==> src/rtl/odct_pkg.sv <==
package odct_pkg;

  localparam int INSN_W      = 14;
  localparam int DATA_W      = 8;
  localparam int FADDR_W     = 7;
  localparam int BITSEL_W    = 3;
  localparam int LIT8_W      = 8;
  localparam int LIT11_W     = 11;
  localparam int PHASES      = 4;

  // Opcode field positions
  localparam int CLASS_HI    = 13;
  localparam int CLASS_LO    = 12;
  localparam int DEST_POS    = 7;
  localparam int BYTEOP_HI   = 11;
  localparam int BYTEOP_LO   = 8;
  localparam int BITOP_HI    = 11;
  localparam int BITOP_LO    = 10;
  localparam int BIT_HI      = 9;
  localparam int BIT_LO      = 7;
  localparam int CTRL_POS    = 11;
  localparam int LITOP_HI    = 11;
  localparam int LITOP_LO    = 8;

  localparam logic [1:0] CLASS_BYTE = 2'h0;
  localparam logic [1:0] CLASS_BIT  = 2'h1;
  localparam logic [1:0] CLASS_JUMP = 2'h2;
  localparam logic [1:0] CLASS_LIT  = 2'h3;

  // Byte-oriented operations
  localparam logic [3:0] BOP_MISC  = 4'h0;
  localparam logic [3:0] BOP_CLR   = 4'h1;
  localparam logic [3:0] BOP_SUB   = 4'h2;
  localparam logic [3:0] BOP_DEC   = 4'h3;
  localparam logic [3:0] BOP_IOR   = 4'h4;
  localparam logic [3:0] BOP_AND   = 4'h5;
  localparam logic [3:0] BOP_XOR   = 4'h6;
  localparam logic [3:0] BOP_ADD   = 4'h7;
  localparam logic [3:0] BOP_MOV   = 4'h8;
  localparam logic [3:0] BOP_COM   = 4'h9;
  localparam logic [3:0] BOP_INC   = 4'ha;
  localparam logic [3:0] BOP_DECSZ = 4'hb;
  localparam logic [3:0] BOP_RRF   = 4'hc;
  localparam logic [3:0] BOP_RLF   = 4'hd;
  localparam logic [3:0] BOP_SWAP  = 4'he;
  localparam logic [3:0] BOP_INCSZ = 4'hf;

  // Bit-oriented operations
  localparam logic [1:0] BIT_CLR  = 2'h0;
  localparam logic [1:0] BIT_SET  = 2'h1;
  localparam logic [1:0] BIT_TSTC = 2'h2;
  localparam logic [1:0] BIT_TSTS = 2'h3;

  // Literal operations, upper nibble with ignored low bits masked
  localparam logic [3:0] LOP_MOVL = 4'h0;
  localparam logic [3:0] LOP_RETL = 4'h4;
  localparam logic [3:0] LOP_IORL = 4'h8;
  localparam logic [3:0] LOP_ANDL = 4'h9;
  localparam logic [3:0] LOP_XORL = 4'ha;
  localparam logic [3:0] LOP_SUBL = 4'hc;
  localparam logic [3:0] LOP_ADDL = 4'he;

  localparam logic [INSN_W-1:0] NOP_WORD = 14'h0000;

  localparam logic [DATA_W-1:0] ACC_RST  = 8'h00;
  localparam logic [FADDR_W-1:0] FIRST_PORT_ADDR = 7'h05;

  typedef enum logic [3:0] {
    ODCT_Q1 = 4'b0001,
    ODCT_Q2 = 4'b0010,
    ODCT_Q3 = 4'b0100,
    ODCT_Q4 = 4'b1000
  } odct_phase_t;

endpackage

==> src/rtl/odct_field_decode.sv <==
`timescale 1ns/1ps
`default_nettype none
module odct_field_decode
  import odct_pkg::*;
(
  input  wire logic [INSN_W-1:0]   insn_i,
  output logic      [1:0]          class_o,
  output logic                     dest_file_o,
  output logic      [FADDR_W-1:0]  faddr_o,
  output logic      [BITSEL_W-1:0] bitsel_o,
  output logic      [LIT8_W-1:0]   lit8_o,
  output logic      [LIT11_W-1:0]  lit11_o,
  output logic      [3:0]          byteop_o,
  output logic      [1:0]          bitop_o,
  output logic      [3:0]          litop_o,
  output logic                     is_goto_o
);

  assign class_o     = insn_i[CLASS_HI:CLASS_LO];
  assign dest_file_o = insn_i[DEST_POS];
  assign faddr_o     = insn_i[FADDR_W-1:0];
  assign bitsel_o    = insn_i[BIT_HI:BIT_LO];
  assign lit8_o      = insn_i[LIT8_W-1:0];
  assign lit11_o     = insn_i[LIT11_W-1:0];
  assign byteop_o    = insn_i[BYTEOP_HI:BYTEOP_LO];
  assign bitop_o     = insn_i[BITOP_HI:BITOP_LO];
  assign is_goto_o   = insn_i[CTRL_POS];

  // Don't-care bits in the literal group are forced low
  always_comb
  begin
    litop_o = insn_i[LITOP_HI:LITOP_LO];
    if (litop_o[3:2] == 2'h0)
      litop_o = LOP_MOVL;
    else if (litop_o[3:2] == 2'h1)
      litop_o = LOP_RETL;
    else if (litop_o[3:1] == 3'h6)
      litop_o = LOP_SUBL;
    else if (litop_o[3:1] == 3'h7)
      litop_o = LOP_ADDL;
  end

endmodule
`default_nettype wire

==> src/rtl/odct_core.sv <==
// Design decisions made here: the register addresses and the address-and-strobe port.
`timescale 1ns/1ps
`default_nettype none
module odct_core
  import odct_pkg::*;
#(
  parameter int PC_W = LIT11_W
)
(
  input  wire logic                ref_clk_i,
  input  wire logic                rst_n_i,
  input  wire logic                clk_en_i,
  input  wire logic [INSN_W-1:0]   insn_i,
  input  wire logic [DATA_W-1:0]   file_rdata_i,
  output logic      [PC_W-1:0]     pc_o,
  output logic      [FADDR_W-1:0]  file_addr_o,
  output logic                     file_rd_o,
  output logic                     file_wr_o,
  output logic      [DATA_W-1:0]   file_wdata_o,
  output logic      [DATA_W-1:0]   acc_o,
  output logic                     first_port_read_o,
  output logic      [3:0]          phase_o,
  output logic                     cycle_start_o,
  output logic                     flush_o
);

  logic [1:0]          ins_class;
  logic                dest_file;
  logic [FADDR_W-1:0]  faddr;
  logic [BITSEL_W-1:0] bitsel;
  logic [LIT8_W-1:0]   lit8;
  logic [LIT11_W-1:0]  lit11;
  logic [3:0]          byteop;
  logic [1:0]          bitop;
  logic [3:0]          litop;
  logic                is_goto;
  logic [INSN_W-1:0]   insn_reg;

  odct_field_decode u_dec (
    .insn_i      (insn_reg),
    .class_o     (ins_class),
    .dest_file_o (dest_file),
    .faddr_o     (faddr),
    .bitsel_o    (bitsel),
    .lit8_o      (lit8),
    .lit11_o     (lit11),
    .byteop_o    (byteop),
    .bitop_o     (bitop),
    .litop_o     (litop),
    .is_goto_o   (is_goto)
  );

  odct_phase_t         phase_reg;
  logic [DATA_W-1:0]   operand_reg;
  logic [DATA_W-1:0]   result_next;
  logic                to_file;
  logic                uses_file;
  logic                writes_back;
  logic                take_branch;
  logic                skip_cond;
  logic                flush_reg;
  logic [PC_W-1:0]     pc_reg;
  logic [DATA_W-1:0]   acc_reg;
  logic [DATA_W-1:0]   bitmask;
  logic                zero_res;

  // Phase sequencer: four clock periods per instruction cycle
  always_ff @(posedge ref_clk_i or negedge rst_n_i)
  begin
    if (!rst_n_i)
      phase_reg <= ODCT_Q1;
    else if (clk_en_i)
    begin
      unique case (phase_reg)
        ODCT_Q1: phase_reg <= ODCT_Q2;
        ODCT_Q2: phase_reg <= ODCT_Q3;
        ODCT_Q3: phase_reg <= ODCT_Q4;
        ODCT_Q4: phase_reg <= ODCT_Q1;
        default: phase_reg <= ODCT_Q1;
      endcase
    end
  end

  // Latch the fetched word at Q1; a flushed cycle runs as a no-operation
  always_ff @(posedge ref_clk_i or negedge rst_n_i)
  begin
    if (!rst_n_i)
      insn_reg <= NOP_WORD;
    else if (clk_en_i && phase_reg == ODCT_Q1)
      insn_reg <= flush_reg ? NOP_WORD : insn_i;
  end

  assign bitmask  = DATA_W'(1) << bitsel;
  assign zero_res = (result_next == '0);

  // Which instructions touch the register file
  always_comb
  begin
    uses_file   = 1'b0;
    writes_back = 1'b0;
    to_file     = 1'b0;
    unique case (ins_class)
      CLASS_BYTE:
      begin
        if (byteop == BOP_MISC)
        begin
          uses_file   = dest_file;
          writes_back = dest_file;
          to_file     = dest_file;
        end
        else
        begin
          uses_file   = 1'b1;
          writes_back = 1'b1;
          to_file     = dest_file;
        end
        if (byteop == BOP_CLR && !dest_file)
          uses_file = 1'b0;
      end
      CLASS_BIT:
      begin
        uses_file   = 1'b1;
        writes_back = (bitop == BIT_CLR) || (bitop == BIT_SET);
        to_file     = writes_back;
      end
      default:
      begin
        uses_file   = 1'b0;
        writes_back = 1'b0;
        to_file     = 1'b0;
      end
    endcase
  end

  // Datapath: modify the operand read at Q2
  always_comb
  begin
    result_next = operand_reg;
    unique case (ins_class)
      CLASS_BYTE:
      begin
        unique case (byteop)
          BOP_MISC:  result_next = acc_reg;
          BOP_CLR:   result_next = '0;
          BOP_SUB:   result_next = operand_reg - acc_reg;
          BOP_DEC:   result_next = operand_reg - DATA_W'(1);
          BOP_IOR:   result_next = operand_reg | acc_reg;
          BOP_AND:   result_next = operand_reg & acc_reg;
          BOP_XOR:   result_next = operand_reg ^ acc_reg;
          BOP_ADD:   result_next = operand_reg + acc_reg;
          BOP_MOV:   result_next = operand_reg;
          BOP_COM:   result_next = ~operand_reg;
          BOP_INC:   result_next = operand_reg + DATA_W'(1);
          BOP_DECSZ: result_next = operand_reg - DATA_W'(1);
          BOP_RRF:   result_next = {1'b0, operand_reg[DATA_W-1:1]};
          BOP_RLF:   result_next = {operand_reg[DATA_W-2:0], 1'b0};
          BOP_SWAP:  result_next = {operand_reg[3:0], operand_reg[7:4]};
          BOP_INCSZ: result_next = operand_reg + DATA_W'(1);
        endcase
      end
      CLASS_BIT:
      begin
        if (bitop == BIT_CLR)
          result_next = operand_reg & ~bitmask;
        else
          result_next = operand_reg | bitmask;
      end
      CLASS_JUMP:
        result_next = acc_reg;
      CLASS_LIT:
      begin
        unique case (litop)
          LOP_IORL: result_next = acc_reg | lit8;
          LOP_ANDL: result_next = acc_reg & lit8;
          LOP_XORL: result_next = acc_reg ^ lit8;
          LOP_SUBL: result_next = lit8 - acc_reg;
          LOP_ADDL: result_next = lit8 + acc_reg;
          default:  result_next = lit8;
        endcase
      end
    endcase
  end

  // Taken skips and jumps cost a second, empty instruction cycle
  always_comb
  begin
    skip_cond = 1'b0;
    if (ins_class == CLASS_BYTE && (byteop == BOP_DECSZ || byteop == BOP_INCSZ))
      skip_cond = zero_res;
    else if (ins_class == CLASS_BIT && bitop == BIT_TSTC)
      skip_cond = ((operand_reg & bitmask) == '0);
    else if (ins_class == CLASS_BIT && bitop == BIT_TSTS)
      skip_cond = ((operand_reg & bitmask) != '0);
    take_branch = skip_cond || ins_class == CLASS_JUMP;
  end

  // Operand read at Q2, even when the instruction only writes
  always_ff @(posedge ref_clk_i or negedge rst_n_i)
  begin
    if (!rst_n_i)
      operand_reg <= '0;
    else if (clk_en_i && phase_reg == ODCT_Q2 && uses_file)
      operand_reg <= file_rdata_i;
  end

  // Register file strobes: read in Q2->Q3, write in Q3->Q4
  always_ff @(posedge ref_clk_i or negedge rst_n_i)
  begin
    if (!rst_n_i)
    begin
      file_addr_o       <= '0;
      file_rd_o         <= 1'b0;
      file_wr_o         <= 1'b0;
      file_wdata_o      <= '0;
      first_port_read_o <= 1'b0;
    end
    else if (clk_en_i)
    begin
      file_rd_o         <= 1'b0;
      file_wr_o         <= 1'b0;
      first_port_read_o <= 1'b0;
      if (phase_reg == ODCT_Q1 && !flush_reg)
      begin
        file_addr_o <= insn_i[FADDR_W-1:0];
      end
      if (phase_reg == ODCT_Q2 && uses_file)
      begin
        file_rd_o         <= 1'b1;
        first_port_read_o <= (faddr == FIRST_PORT_ADDR);
      end
      if (phase_reg == ODCT_Q3 && writes_back && to_file)
      begin
        file_wr_o    <= 1'b1;
        file_wdata_o <= result_next;
      end
    end
  end

  // Accumulator update at end of cycle
  always_ff @(posedge ref_clk_i or negedge rst_n_i)
  begin
    if (!rst_n_i)
      acc_reg <= ACC_RST;
    else if (clk_en_i && phase_reg == ODCT_Q4)
    begin
      if (ins_class == CLASS_BYTE && byteop != BOP_MISC && !dest_file)
        acc_reg <= result_next;
      else if (ins_class == CLASS_LIT)
        acc_reg <= result_next;
    end
  end

  // Program counter and flush of the prefetched word
  always_ff @(posedge ref_clk_i or negedge rst_n_i)
  begin
    if (!rst_n_i)
    begin
      pc_reg    <= '0;
      flush_reg <= 1'b0;
    end
    else if (clk_en_i && phase_reg == ODCT_Q4)
    begin
      if (ins_class == CLASS_JUMP)
        pc_reg <= PC_W'(lit11);
      else
        pc_reg <= pc_reg + PC_W'(1);
      flush_reg <= take_branch;
    end
  end

  always_ff @(posedge ref_clk_i or negedge rst_n_i)
  begin
    if (!rst_n_i)
    begin
      pc_o          <= '0;
      acc_o         <= ACC_RST;
      phase_o       <= ODCT_Q1;
      cycle_start_o <= 1'b0;
      flush_o       <= 1'b0;
    end
    else if (clk_en_i)
    begin
      pc_o          <= pc_reg;
      acc_o         <= acc_reg;
      phase_o       <= phase_reg;
      cycle_start_o <= (phase_reg == ODCT_Q4);
      flush_o       <= flush_reg;
    end
  end

endmodule
`default_nettype wire

==> config.mk <==
export PLATFORM = sky130hd
export DESIGN_NAME = odct_core
export DESIGN_NICKNAME = d
export VERILOG_FILES = /design/src/rtl/odct_pkg.sv /design/src/rtl/odct_field_decode.sv /design/src/rtl/odct_core.sv
export SDC_FILE = /design/constraint.sdc
export NUM_CORES = 1
export LEC_CHECK = 0
export ABC_AREA = 1
export BUFFER_PORTS_ARGS = -buffer_cell sky130_fd_sc_hd__buf_4
export CAP_MARGIN = 0
export CORE_AREA = 2 2 139 141
export DETAILED_ROUTE_END_ITERATION = 10
export DIE_AREA = 0 0 141 143
export SKIP_LAST_GASP = 1
export SYNTH_ARGS = -nofsm -noshare
export SYNTH_HDL_FRONTEND = slang
export SYNTH_SLANG_ARGS = --single-unit
==> constraint.sdc <==
create_clock -name ref_clk_i -period 4.52 [get_ports ref_clk_i]
set_clock_uncertainty 0.1 [all_clocks]
set_input_delay 0.226 -clock ref_clk_i [delete_from_list [all_inputs] [get_ports ref_clk_i]]
set_output_delay 0.226 -clock ref_clk_i [all_outputs]
set_load 0.05 [all_outputs]
# After elaboration in Yosys (flattened, before gate mapping)
# Index checks and enable logic that the tools add are counted.
[totals]
in_bits = 25
register_bits = 89
out_inout_bits = 43
elab_cells = 124
[classes]
n_eq_ne = 33
add_sub_neg = 7
n_reduce_logical = 32
n_bitwise = 11
muxes = 24
shift = 1
[ops]
columns = ["operator", "n"]
rows = [
  ["$pmux 8 s14", 1],
  ["$eq 4x4->1 const B", 14],
  ["$pmux 8 s5", 1],
  ["$and 8x8->8", 4],
  ["$pmux 8 s4", 1],
  ["$mux 8", 3],
  ["$or 8x8->8", 3],
  ["$eq 4x3->1 const B", 5],
  ["$add 8x8->8", 2],
  ["$logic_not 8->1", 2],
  ["$mux 4", 4],
  ["$not 8->8", 2],
  ["$sub 8x8->8", 2],
  ["$xor 8x8->8", 2],
  ["$logic_and 1x1->1", 14],
  ["$mux 14", 1],
  ["$eq 4x2->1 const B", 3],
  ["$pmux 4 s3", 1],
  ["$add 11x1->11 const B", 1],
  ["$mux 11", 1],
  ["$add 8x1->8 const B", 1],
  ["$eq 2x2->1 const B", 4],
  ["$eq 4x1->1 const B", 2],
  ["$mux 1", 8],
  ["15 further kinds", 26],
]

# Logic depth before layout (Yosys ltp)
# Gate-level depths: netlist of the first run.
[logic_depth]
depth_word = 11
mapped_depth = 24
ltp_nobuf = 24

# Cells and area by module
# Synthesis of the first run repeated with hierarchy kept, for this count alone.
[unflattened]
hier_cells = 1005
area_unflattened_um2 = 6872.8
[by_module_without_submodules]
columns = ["mod", "instances", "cells_each", "area_per_inst_um2", "seq_area_each_um2"]
rows = [
  ["odct_core", 1, 960, 6557.5, 2229.6],
  ["odct_field_decode", 1, 45, 315.3, 0.0],
]

# Worst setup path before layout of the first run
# No wires, ideal clock.
[synth_path]
path_type = "reg-to-reg"
start = "reg insn_reg[10]"
end = "reg flush_reg"
setup_ps = 73
slack_ps = 1737
t_required_ps = 4347
synth_period_minus_slack_ps = 2783
t_arrival_ps = 2610
path_stages_with_launch = 23
n_path_buf = 1
cell_sequence = "dfrtp_1 -> buf_6 -> inv_2 -> nand2_2 -> nor2_8 -> nor2_8 -> nor2_4 -> inv_1 -> o22ai_1 -> inv_1 -> ha_1 -> nand3_1 -> nand2_1 -> or2_2 -> nand3_1 -> nand3_1 -> nand2_1 -> nand2_1 -> inv_1 -> nand4_1 -> nor2_1 -> nand2_1 -> a21oi_2"
[synth_via]
elab_chain_cells = 11
elab_cells_between_ends = 46
classes_between = "eq/ne (25); mux (11); reduce/logical (10)"
[synth_rtl]
columns = ["item", "line_no", "source"]
rows = [
  ["start, declared", "odct_core.sv:37", "logic [INSN_W-1:0] insn_reg;"],
  ["start signal, assigned", "odct_core.sv:90", "insn_reg <= flush_reg ? NOP_WORD : insn_i;"],
  ["$eq 3x3->1", "odct_field_decode.sv:39", "else if (litop_o[3:1] == 3'h7)"],
  ["$mux 4", "odct_field_decode.sv:39", ""],
  ["$mux 4", "odct_field_decode.sv:37", "else if (litop_o[3:1] == 3'h6)"],
  ["$mux 4", "odct_field_decode.sv:35", "else if (litop_o[3:2] == 2'h1)"],
  ["$mux 4", "odct_field_decode.sv:33", "if (litop_o[3:2] == 2'h0)"],
  ["$eq 4x4->1", "odct_core.sv:172", "unique case (litop)"],
  ["$pmux 8 s5", "odct_core.sv:172", ""],
  ["$pmux 8 s4", "odct_core.sv:139", "unique case (ins_class)"],
  ["$logic_not 8->1", "odct_core.sv:94", "assign zero_res = (result_next == '0);"],
  ["$mux 1 *", "odct_core.sv:188", "if (ins_class == CLASS_BYTE && (byteop == BOP_DECSZ || byteop == BOP_INCSZ))"],
  ["$logic_or 1x1->1 *", "odct_core.sv:194", "take_branch = skip_cond || ins_class == CLASS_JUMP;"],
  ["end signal, assigned", "odct_core.sv:267", "flush_reg <= take_branch;"],
  ["end, declared", "odct_core.sv:61", "logic flush_reg;"],
]
# Every way passes the cells marked *; elsewhere a longest branch is shown, timed or not.
# A chain may end at the register's enable or synchronous reset.

# Worst setup path in the final report of the first run
[layout_path]
start = "reg insn_reg[9]"
end = "reg flush_reg"
# Same word-level chain as after synthesis.

==> flow_summary.toml, run 1 <==
[power_and_ir_drop]
p_leak_nw = 3.83
power_density_mw_per_mm2 = 856
ir_worst_vdd_uv = 305

[worst_setup_path]
path_class = "flop to flop"
worst_ep_required_time_ns = 4.71
arrival_ns = 3.94
cp-startpoint = "insn_reg[9]$_DFFE_PN0P_"
r2r-end = "flush_reg$_DFFE_PN0P_"
cp-start-kind = "flop"
rr_startpoint = "insn_reg[9]$_DFFE_PN0P_"
r2r_cells = 19
endpoint = "flush_reg$_DFFE_PN0P_"
reg2reg_slack_ns = 0.77
endpoint_kind = "flop"
crit_path_max_fanout = 10

[timing]
finalSetupTns_ns = 0
min_period_over_period_pct = 82.9
final-setup-viol-count = 0
drv_slew = 0
setup_slack_ns = 0.771
tightest_slew_ns = 0.803
fmaxAchievable_mhz = 267
rsz0062_at_grt = "false"
hold_viol_final = 1
hold_ws_ns = -0.000236
max-slew-margin-rel_pct = 46.4
min_period_ns = 3.75

[route]
wirelength_mm = 22.6
post_drt_via_cell_ratio = 5.30
drt_first_pass_iters = 6
vias = 6591
drc = 0
ant_nets = 0
drt-initial-drc-count = 660
avgRoutedWirePerCell_um = 18.2

[synth]
yosysUniqueCellTypes = 48
ys.flop_type = "dfrtp_1"
syn-cell-area_sq_mm = 0.00646
synth_warnings = 0
syn_avg_cell_area_sq_um = 7.02
syn-num-nets = 995
yosysSeqAreaShare_pct = 34.5
synth_edf_count = 0
synth_cells = 921
synth-async-reset-ratio_pct = 100
ys_ff_latch = 89

[placed_design]
dpl_cell_area_sq_mm = 0.00722
gp_congestion = 1.04
dp.cells = 1211
place_ws_ns = 0.901
io_buffers = 67
dp_hpwl_mm = 16.8

[layout]
synthToLayoutAreaGrowth_pct = 19.2
diodes = 0
drive_above_1_share_pct = 12.8
multi_input_area_sq_mm = 0.00371
seq_area_sq_mm = 0.00223
fin_area_sq_mm = 0.00770
final_cells = 1244
fillers = 1963
nets = 1079
largest_reg_flops = 14

[floorplanning]
die_x_um = 141
die_y_um = 143
core-area_sq_mm = 0.0186
dieArea_sq_mm = 0.0202
start_util_pct = 34.8
num_rows = 50
ios = 68

[global_routing]
antenna_found_initial = 0
grt_pass1_wl_mm = 35.4
grt_max_degree = 54
grt_usage_pct = 23.1
grt_pass1_vias = 6262
overflow = 0

[cts]
cts_sinks = 89
clk-insertion-delay-late_ns = 0.36
path_clk_slew_ns = 0.07
clk_path_buf_depth = 2
cts.htree.levels = 3
cts-root-buf = "clkbuf_16"
cts_tree = "yes"
post-cts-setup-buffer-count = 0
cts_buffers = 9

[min_path]
hold_path_depth = 3
hold_class = "input port to flop"

[outcome]
status = "finished with violations"
violations = "negative hold slack"

[job]
maxCapViolations = 0
[synthesized netlist by cell type (3+ instances only)]
| library cell | number | area (sq um) |
|---|---|---|
| o22ai_1 | 4 | 25.0 |
| nor2_4 | 3 | 33.8 |
| inv_4 | 3 | 18.8 |
| inv_1 | 100 | 375 |
| ha_1 | 47 | 588 |
| buf_6 | 3 | 33.8 |
| nor2_1 | 59 | 221 |
| dfrtp_1 | 87 | 2180 |
| a31oi_1 | 4 | 25.0 |
| o21ai_1 | 5 | 25.0 |
| nand3b_1 | 4 | 30.0 |
| a21oi_1 | 38 | 190 |
| o211ai_1 | 3 | 22.5 |
| o21ai_0 | 117 | 586 |
| xor2_1 | 5 | 43.8 |
| nor2_2 | 7 | 43.8 |
| inv_2 | 5 | 18.8 |
| clkbuf_1 | 13 | 48.8 |
| nand2_2 | 4 | 25.0 |
| nor3_1 | 12 | 60.1 |
| nand2_1 | 283 | 1060 |
| or2_2 | 4 | 25.0 |
| nand3_1 | 61 | 305 |
| nand4_1 | 14 | 87.6 |
[per-stage QoR]
stage / power (mW) / util (%)
after floorplan: 4.37 / -
after global placement: 5.70 / 38.9
after detailed placement: 5.70 / 38.9
after CTS: 6.54 / 41.4
after global routing: 7.14 / 41.4
final: 6.60 / 41.4
[layout by cell type, fill, tap and decap left out, types with 3 or more instances in the layout]
cell | netlist | routed
nand2_1 | 283 | 283
o21ai_0 | 117 | 117
inv_1 | 100 | 100
dfrtp_1 | 87 | 87
buf_4 | 1 | 76
nand3_1 | 61 | 61
nor2_1 | 59 | 59
ha_1 | 47 | 47
a21oi_1 | 38 | 38
dlygate4sd3_1 | 0 | 17
nand4_1 | 14 | 14
nor3_1 | 12 | 12
clkbuf_16 | 0 | 9
nor2_2 | 7 | 7
xor2_1 | 5 | 5
inv_2 | 5 | 5
o21ai_1 | 5 | 5
or2_2 | 4 | 4
nand3b_1 | 4 | 4
a31oi_1 | 4 | 4
o22ai_1 | 4 | 4
nand2_2 | 4 | 4
o211ai_1 | 3 | 3
inv_4 | 3 | 3
nor2_4 | 3 | 3
[worst min path at each step]
stage                   start                          to  slack, ns
floorplan             rst_n_i        acc_o[0]$_DFFE_PN0P_      -0.17
global placement      rst_n_i         pc_o[1]$_DFFE_PN0P_       0.22
detailed placement    rst_n_i         pc_o[1]$_DFFE_PN0P_       0.21
CTS                  clk_en_i    phase_reg[0]$_DFFE_PN1P_     0.0004
global route        insn_i[2]  file_addr_o[2]$_DFFE_PN0P_       0.01
finish              insn_i[2]  file_addr_o[2]$_DFFE_PN0P_    -0.0002
[final cells by class]
type                            count  share of cell area [%]
Multi-Input combinational cell    702                    48.2
Sequential cell                    89                    29.0
Timing Repair Buffer               93                    9.62
Inverter                          110                    5.46
Tap cell                          234                    3.80
Clock buffer                        9                    2.92
Clock inverter                      7                    1.09
[critical path, cell delays in order, from the launching register on]
cell and delay, ns:
dfrtp_1 0.74, inv_2 0.13, nor2_2 0.30, inv_2 0.14
o21ai_0 0.30, inv_1 0.11, fa_1 0.47, inv_1 0.10
nand2_1 0.05, nand3_1 0.12, nand2_1 0.07, clkinv_1 0.04
nand3_1 0.08, a21oi_2 0.33, nand3_1 0.12, nor2_1 0.12
nand4_1 0.08, nor2_1 0.09, nand2_1 0.07, a21oi_2 0.12
[where the power goes]
group | switching [mW] | internal [mW] | total (mW) | leakage, nW
Combinational | 2.94 | 1.32 | 4.26 | 2.57
Clock | 0.360 | 0.441 | 0.801 | 0.154
Sequential | 0.432 | 1.10 | 1.53 | 1.10
[cells by family (layout without fill, tap and decap cells)]
logic type / after synthesis / in the layout / share of synthesized area (%)
AOI/OAI and AO/OA: 190 / 190 / 16.1
xor gates and xnor gates: 5 / 5 / 0.678
and+or+nand+nor: 458 / 458 / 30.8
buffers and inverters: 130 / 219 / 8.11
adders and majority gates: 49 / 49 / 9.72
DFF: 89 / 89 / 34.5
[what timing repair did]
item,CTS,global route
gates resized for setup,0,0
endpoints found under the hold margin,67,0
hold buffers,17,0
[routing by layer]
layer	share of wire (%)	vias to the layer above	GRT usage [%]
met5	0	-	0
met4	6.0	0	13.4
met3	6.1	79	3.62
met2	44	261	35.6
met1	44	3048	30.9
li1	-	3203	-
Power figures use the tool's default switching activity.
==> run 2: changes to the inputs <==
==> constraint.sdc (replaced) <==
create_clock -name ref_clk_i -period 3.8 [get_ports ref_clk_i]
set_clock_uncertainty 0.1 [all_clocks]
set_input_delay 0.19 -clock ref_clk_i [delete_from_list [all_inputs] [get_ports ref_clk_i]]
set_output_delay 0.19 -clock ref_clk_i [all_outputs]
set_load 0.05 [all_outputs]
==> run 2 against run 1 <==
The run still ends with negative hold slack left. Register-to-register slack got worse by 0.37 ns. Core utilization rose by 0.54 points. Largest cell class unchanged. Cell count rose by 0.88%. Routed wire length fell by 2.4%. Non-clock buffer count rose by 11. First-iteration DRC count fell by 3.9%. Final area rose by 1.3%. Die area did not move. Count of clock-buffer cells in the layout rose by 2.
==> flow_summary.toml, run 2 (same netlist as run 1, synthesis figures left out) <==
[worst_setup_path]
arrival_ns = 3.53
reg2reg_slack_ns = 0.40
endpoint_kind = "flop"
path_class = "flop to flop"
path_cells = "inv_1 -> ha_1 -> inv_1 -> nor2_1 -> nand3_1 -> xor2_1 -> o21ai_0 -> inv_1 -> ha_1 -> a21oi_1 -> o21ai_0 -> a21oi_1 -> nand3b_1 -> nand3_1 -> a21oi_1 -> nor2_2 -> nand2_1 -> a21oi_2"
crit_family = "compound AO/OA/AOI/OAI gates"
crit_buf_inv = 3
crit_path_max_fanout = 5
cp-start-kind = "flop"
worst_ep_required_time_ns = 3.92
critPathMaxStageDelay_ns = 0.51
slowest_stage = "dfrtp_1"

[cts]
clk_path_buf_depth = 2
cts-root-buf = "clkbuf_16"
post-cts-setup-buffer-count = 0
clk-insertion-delay-late_ns = 0.36
cts_buffers = 9
path_clk_slew_ns = 0.07
cts_tree = "yes"
cts.htree.levels = 3
cts_sinks = 89

[route]
post_drt_via_cell_ratio = 5.25
wirelength_mm = 22.1
avgRoutedWirePerCell_um = 17.6
drt_first_pass_iters = 7
ant_nets = 0
drt-initial-drc-count = 634
drc = 0
vias = 6591

[floorplanning]
die_x_um = 141
ios = 68
die_y_um = 143
dieArea_sq_mm = 0.0202
core-area_sq_mm = 0.0186
start_util_pct = 34.8
num_rows = 50

[layout]
diodes = 0
mostFrequentLayoutCells = "nand2_1, o21ai_0, inv_1, dfrtp_1, buf_4"
largest_reg_flops = 14
fin_area_sq_mm = 0.00780
final_common_cell = "nand2_1"
drive_above_1_share_pct = 13.4
synthToLayoutAreaGrowth_pct = 20.7
fillers = 1905
nets = 1090
final_cells = 1255

[timing]
drv_slew = 0
rsz0062_at_grt = "false"
tightest_slew_ns = 0.997
min_period_ns = 3.40
hold_ws_ns = -0.00771
min_period_over_period_pct = 89.5
hold_viol_final = 1
final-setup-viol-count = 0
setup_slack_ns = 0.399
fmaxAchievable_mhz = 294
max-slew-margin-rel_pct = 33.5
finalSetupTns_ns = 0

[min_path]
hold_class = "input port to flop"

[power_and_ir_drop]
total_power_mw = 7.87
power_frac_clock_pct = 12.3
pwr-share-seq_pct = 22.8
power_switching_mw = 4.39
pwr-share-comb_pct = 64.9
internal-power_mw = 3.48
power_density_mw_per_mm2 = 1010
ir_worst_vdd_uv = 451
sw_frac_of_total_pct = 55.8
p_leak_nw = 3.87

[placed_design]
io_buffers = 67
dp.cells = 1218
place_ws_ns = 0.290
dp_hpwl_mm = 16.6
gp_congestion = 1.03
dpl_cell_area_sq_mm = 0.00727

[outcome]
violations = "negative hold slack"
status = "finished with violations"

[global_routing]
overflow = 0
grt_pass1_wl_mm = 35.3
grt_max_degree = 77
grt_usage_pct = 22.7
grt_pass1_vias = 6333
antenna_found_initial = 0

[job]
maxCapViolations = 0
==> run 2: layout make-up <==
cell class | count | area, sq um | share of cell area (%)
Clock buffer | 11 | 253 | 3.24
Clock inverter | 5 | 62.6 | 0.802
Inverter | 110 | 420 | 5.39
Multi-Input combinational cell | 702 | 3710 | 47.5
Sequential cell | 89 | 2230 | 28.6
Tap cell | 234 | 293 | 3.75
Timing Repair Buffer | 104 | 833 | 10.7
==> run 2: power by group through the flow <==
stage	clock, mW	sequential, mW	combinational, mW
after floorplan	0	2.15	3.05
after detailed placement	0	1.80	4.99
after CTS	0.980	1.79	5.03
after global routing	1.02	1.84	5.65
final	0.966	1.79	5.11
after global placement	0	1.80	4.98
==> run 2: stage by stage <==
| stage | utilization [%] | hold slack (ns) |
|---|---|---|
| finish | 42.0 | -0.00771 |
| global route | 42.0 | 0.000256 |
| CTS | 42.0 | 0.00170 |
| detailed placement | 39.2 | 0.301 |
| global placement | 39.2 | 0.294 |
| floorplan | - | -0.206 |
==> run 2: layer usage <==
layer / part of all wire [%] / GRT usage (%) / vias to the layer above
met5: 0 / 0 / -
met4: 5.0 / 11.3 / 0
met3: 6.9 / 4.56 / 71
met2: 44 / 35.3 / 262
met1: 44 / 30.1 / 3039
li1: - / - / 3219
==> run 2: final timing paths <==
kind | end | startpoint | cells past startpoint
setup / recovery | flush_reg$_DFFE_PN0P_ | acc_reg[1]$_DFFE_PN0P_ | 18
hold / removal | insn_reg[9]$_DFFE_PN0P_ | insn_i[9] | 3
setup reg to reg | flush_reg$_DFFE_PN0P_ | acc_reg[1]$_DFFE_PN0P_ | 18
hold reg to reg | flush_o$_DFFE_PN0P_ | flush_o$_DFFE_PN0P_ | 2
max in group asynchronous | insn_reg[12]$_DFFE_PN0P_ | rst_n_i | 3
min in group asynchronous | pc_o[0]$_DFFE_PN0P_ | rst_n_i | 2
==> run 2: repair_timing <==
action | CTS | global route
gates resized for setup | 0 | 1
hold endpoints to repair | 99 | 0
hold buffers | 21 | 0
setup endpoints to repair | 0 | 1
==> run 2: worst reg2reg max path: cells and delay by family (launching register included) <==
kind                     cells  cell delay, ns
AO/OA/AOI/OAI                6            1.04
XOR/XNOR                     1            0.19
flip-flops                   1            0.51
AND/OR/NAND/NOR              6            0.65
buffers and inverters        3            0.25
adder cells (fa/ha/maj)      2            0.50
==> run 3: changes to the inputs <==
--- a/config.mk
+++ b/config.mk
@@ -11,6 +11,7 @@
 export CORE_AREA = 2 2 139 141
 export DETAILED_ROUTE_END_ITERATION = 10
 export DIE_AREA = 0 0 141 143
+export HOLD_SLACK_MARGIN = 0.12
 export SKIP_LAST_GASP = 1
 export SYNTH_ARGS = -nofsm -noshare
 export SYNTH_HDL_FRONTEND = slang
==> run 3 against run 2 <==
The flow now finishes without violations. Core utilization rose by 0.16 points. Non-clock buffer count rose by 3. Worst setup slack improved by 0.0043 ns. Global-route usage did not move. Count of clock-buffer cells in the layout did not move. Combinational power barely moved. Total power barely moved. Critical endpoint unchanged. Largest cell class unchanged. Highest routed layer unchanged.
==> flow_summary.toml, run 3 (same netlist as run 1, synthesis figures left out) <==
[outcome]
status = "finished, final reports clean"

[cts]
cts.htree.levels = 3
clk-insertion-delay-late_ns = 0.36
clk_path_buf_depth = 2
path_clk_slew_ns = 0.07
cts_tree = "yes"
post-cts-setup-buffer-count = 0
cts-root-buf = "clkbuf_16"
cts_buffers = 9
cts_sinks = 89

[worst_setup_path]
path_class = "flop to flop"
reg2reg_slack_ns = 0.40
path_cells = "inv_1 -> ha_1 -> inv_1 -> nor2_1 -> nand3_1 -> xor2_1 -> o21ai_0 -> inv_1 -> ha_1 -> a21oi_1 -> o21ai_0 -> a21oi_1 -> nand3b_1 -> nand3_1 -> a21oi_1 -> nor2_2 -> nand2_1 -> a21oi_2"
worst_ep_required_time_ns = 3.92
r2r_cells = 18
rr_startpoint = "acc_reg[1]$_DFFE_PN0P_"
cp-start-kind = "flop"
endpoint_kind = "flop"
r2r-end = "flush_reg$_DFFE_PN0P_"
crit_path_max_fanout = 5
critPathMaxStageDelay_ns = 0.50
arrival_ns = 3.52
cp-startpoint = "acc_reg[1]$_DFFE_PN0P_"
slowest_stage = "dfrtp_1"

[timing]
rsz0062_at_grt = "false"
min_period_over_period_pct = 89.4
final-setup-viol-count = 0
drv_slew = 0
finalSetupTns_ns = 0
hold_viol_final = 0
max-slew-margin-rel_pct = 33.0
min_period_ns = 3.40
fmaxAchievable_mhz = 294
tightest_slew_ns = 1.01

[route]
drc = 0
drt-initial-drc-count = 673
avgRoutedWirePerCell_um = 17.6
wirelength_mm = 22.1
drt_first_pass_iters = 6
post_drt_via_cell_ratio = 5.31
vias = 6675
ant_nets = 0

[placed_design]
dp.cells = 1218
dp_hpwl_mm = 16.6
io_buffers = 67
gp_congestion = 1.03
dpl_cell_area_sq_mm = 0.00727

[layout]
synthToLayoutAreaGrowth_pct = 21.2
final_common_cell = "nand2_1"
nets = 1093
fin_area_sq_mm = 0.00783
mostFrequentLayoutCells = "nand2_1, o21ai_0, inv_1, dfrtp_1, buf_4"
diodes = 0
largest_reg_flops = 14
final_cells = 1258
drive_above_1_share_pct = 13.4

[floorplanning]
start_util_pct = 34.8
ios = 68
die_x_um = 141
die_y_um = 143
num_rows = 50
core-area_sq_mm = 0.0186
dieArea_sq_mm = 0.0202

[global_routing]
grt_pass1_vias = 6324
grt_max_degree = 77
antenna_found_initial = 0
grt_usage_pct = 22.7
overflow = 0
grt_pass1_wl_mm = 35.3

[power_and_ir_drop]
power_density_mw_per_mm2 = 1010
total_power_mw = 7.87
ir_worst_vdd_uv = 451
p_leak_nw = 3.88

[min_path]
hold_path_end = "flush_o$_DFFE_PN0P_"
hold_path_depth = 2
hold_class = "flop to flop"
min_from = "flush_o$_DFFE_PN0P_"

[job]
maxCapViolations = 0
run 3: cell types whose count changed in the layout (fill, tap and decap cells not counted):
cell	before	now
dlygate4sd3_1	21	24
run 3: final cells by class:
type / instances / area (sq um)
clock inverter: 5 / 62.6
inverter: 110 / 420
fill: 1902 / 10700
multi-input combinational: 702 / 3710
tap: 234 / 293
clock buffer: 11 / 253
timing repair buffer: 107 / 863
sequential: 89 / 2230
run 3: how the worst max path moves through the flow:
stage,cells after the start,slack (ns),to
finish,18,0.40,flush_reg$_DFFE_PN0P_
global route,17,0.12,flush_reg$_DFFE_PN0P_
CTS,17,0.25,flush_reg$_DFFE_PN0P_
detailed placement,17,0.29,flush_reg$_DFFE_PN0P_
global placement,17,0.38,flush_reg$_DFFE_PN0P_
floorplan,22,1.02,flush_reg$_DFFE_PN0P_
run 3: per-stage QoR:
stage	utilization, %	setup slack (ns)	hold slack (ns)
finish	42.1	0.403	0.376
global route	42.1	0.120	0.405
CTS	42.1	0.254	0.382
detailed placement	39.2	0.290	0.301
global placement	39.2	0.381	0.294
floorplan	-	1.02	-0.206
run 3: where the power goes:
part	leakage (nW)	switching, mW	internal [mW]
sequential	1.10	0.483	1.31
combinational	2.64	3.50	1.61
clock	0.148	0.413	0.550
run 3: critical path: cells and delay by family, from the launching register on:
kind	cells	cell delay, ns
xor gates and xnor gates	1	0.19
DFF	1	0.50
AOI/OAI and AO/OA	6	1.05
buffers and inverters	3	0.25
and+or+nand+nor	6	0.65
adders and majority gates	2	0.50
run 3: per-layer routing:
layer	part of all wire [%]	routed length (um)	vias up	GRT usage, %
met1	44	9810	3117	30.2
met4	4.8	1060	0	11.3
li1	-	-	3226	-
met3	6.3	1400	69	4.56
met2	45	9870	263	35.3
met5	0	0	-	0
run 3: what timing repair did:
item / 4_1_cts / 5_1_grt
resized for setup: 0 / 1
hold buffers: 24 / 0
setup endpoints to repair: 0 / 1
hold endpoints to repair: 109 / 0
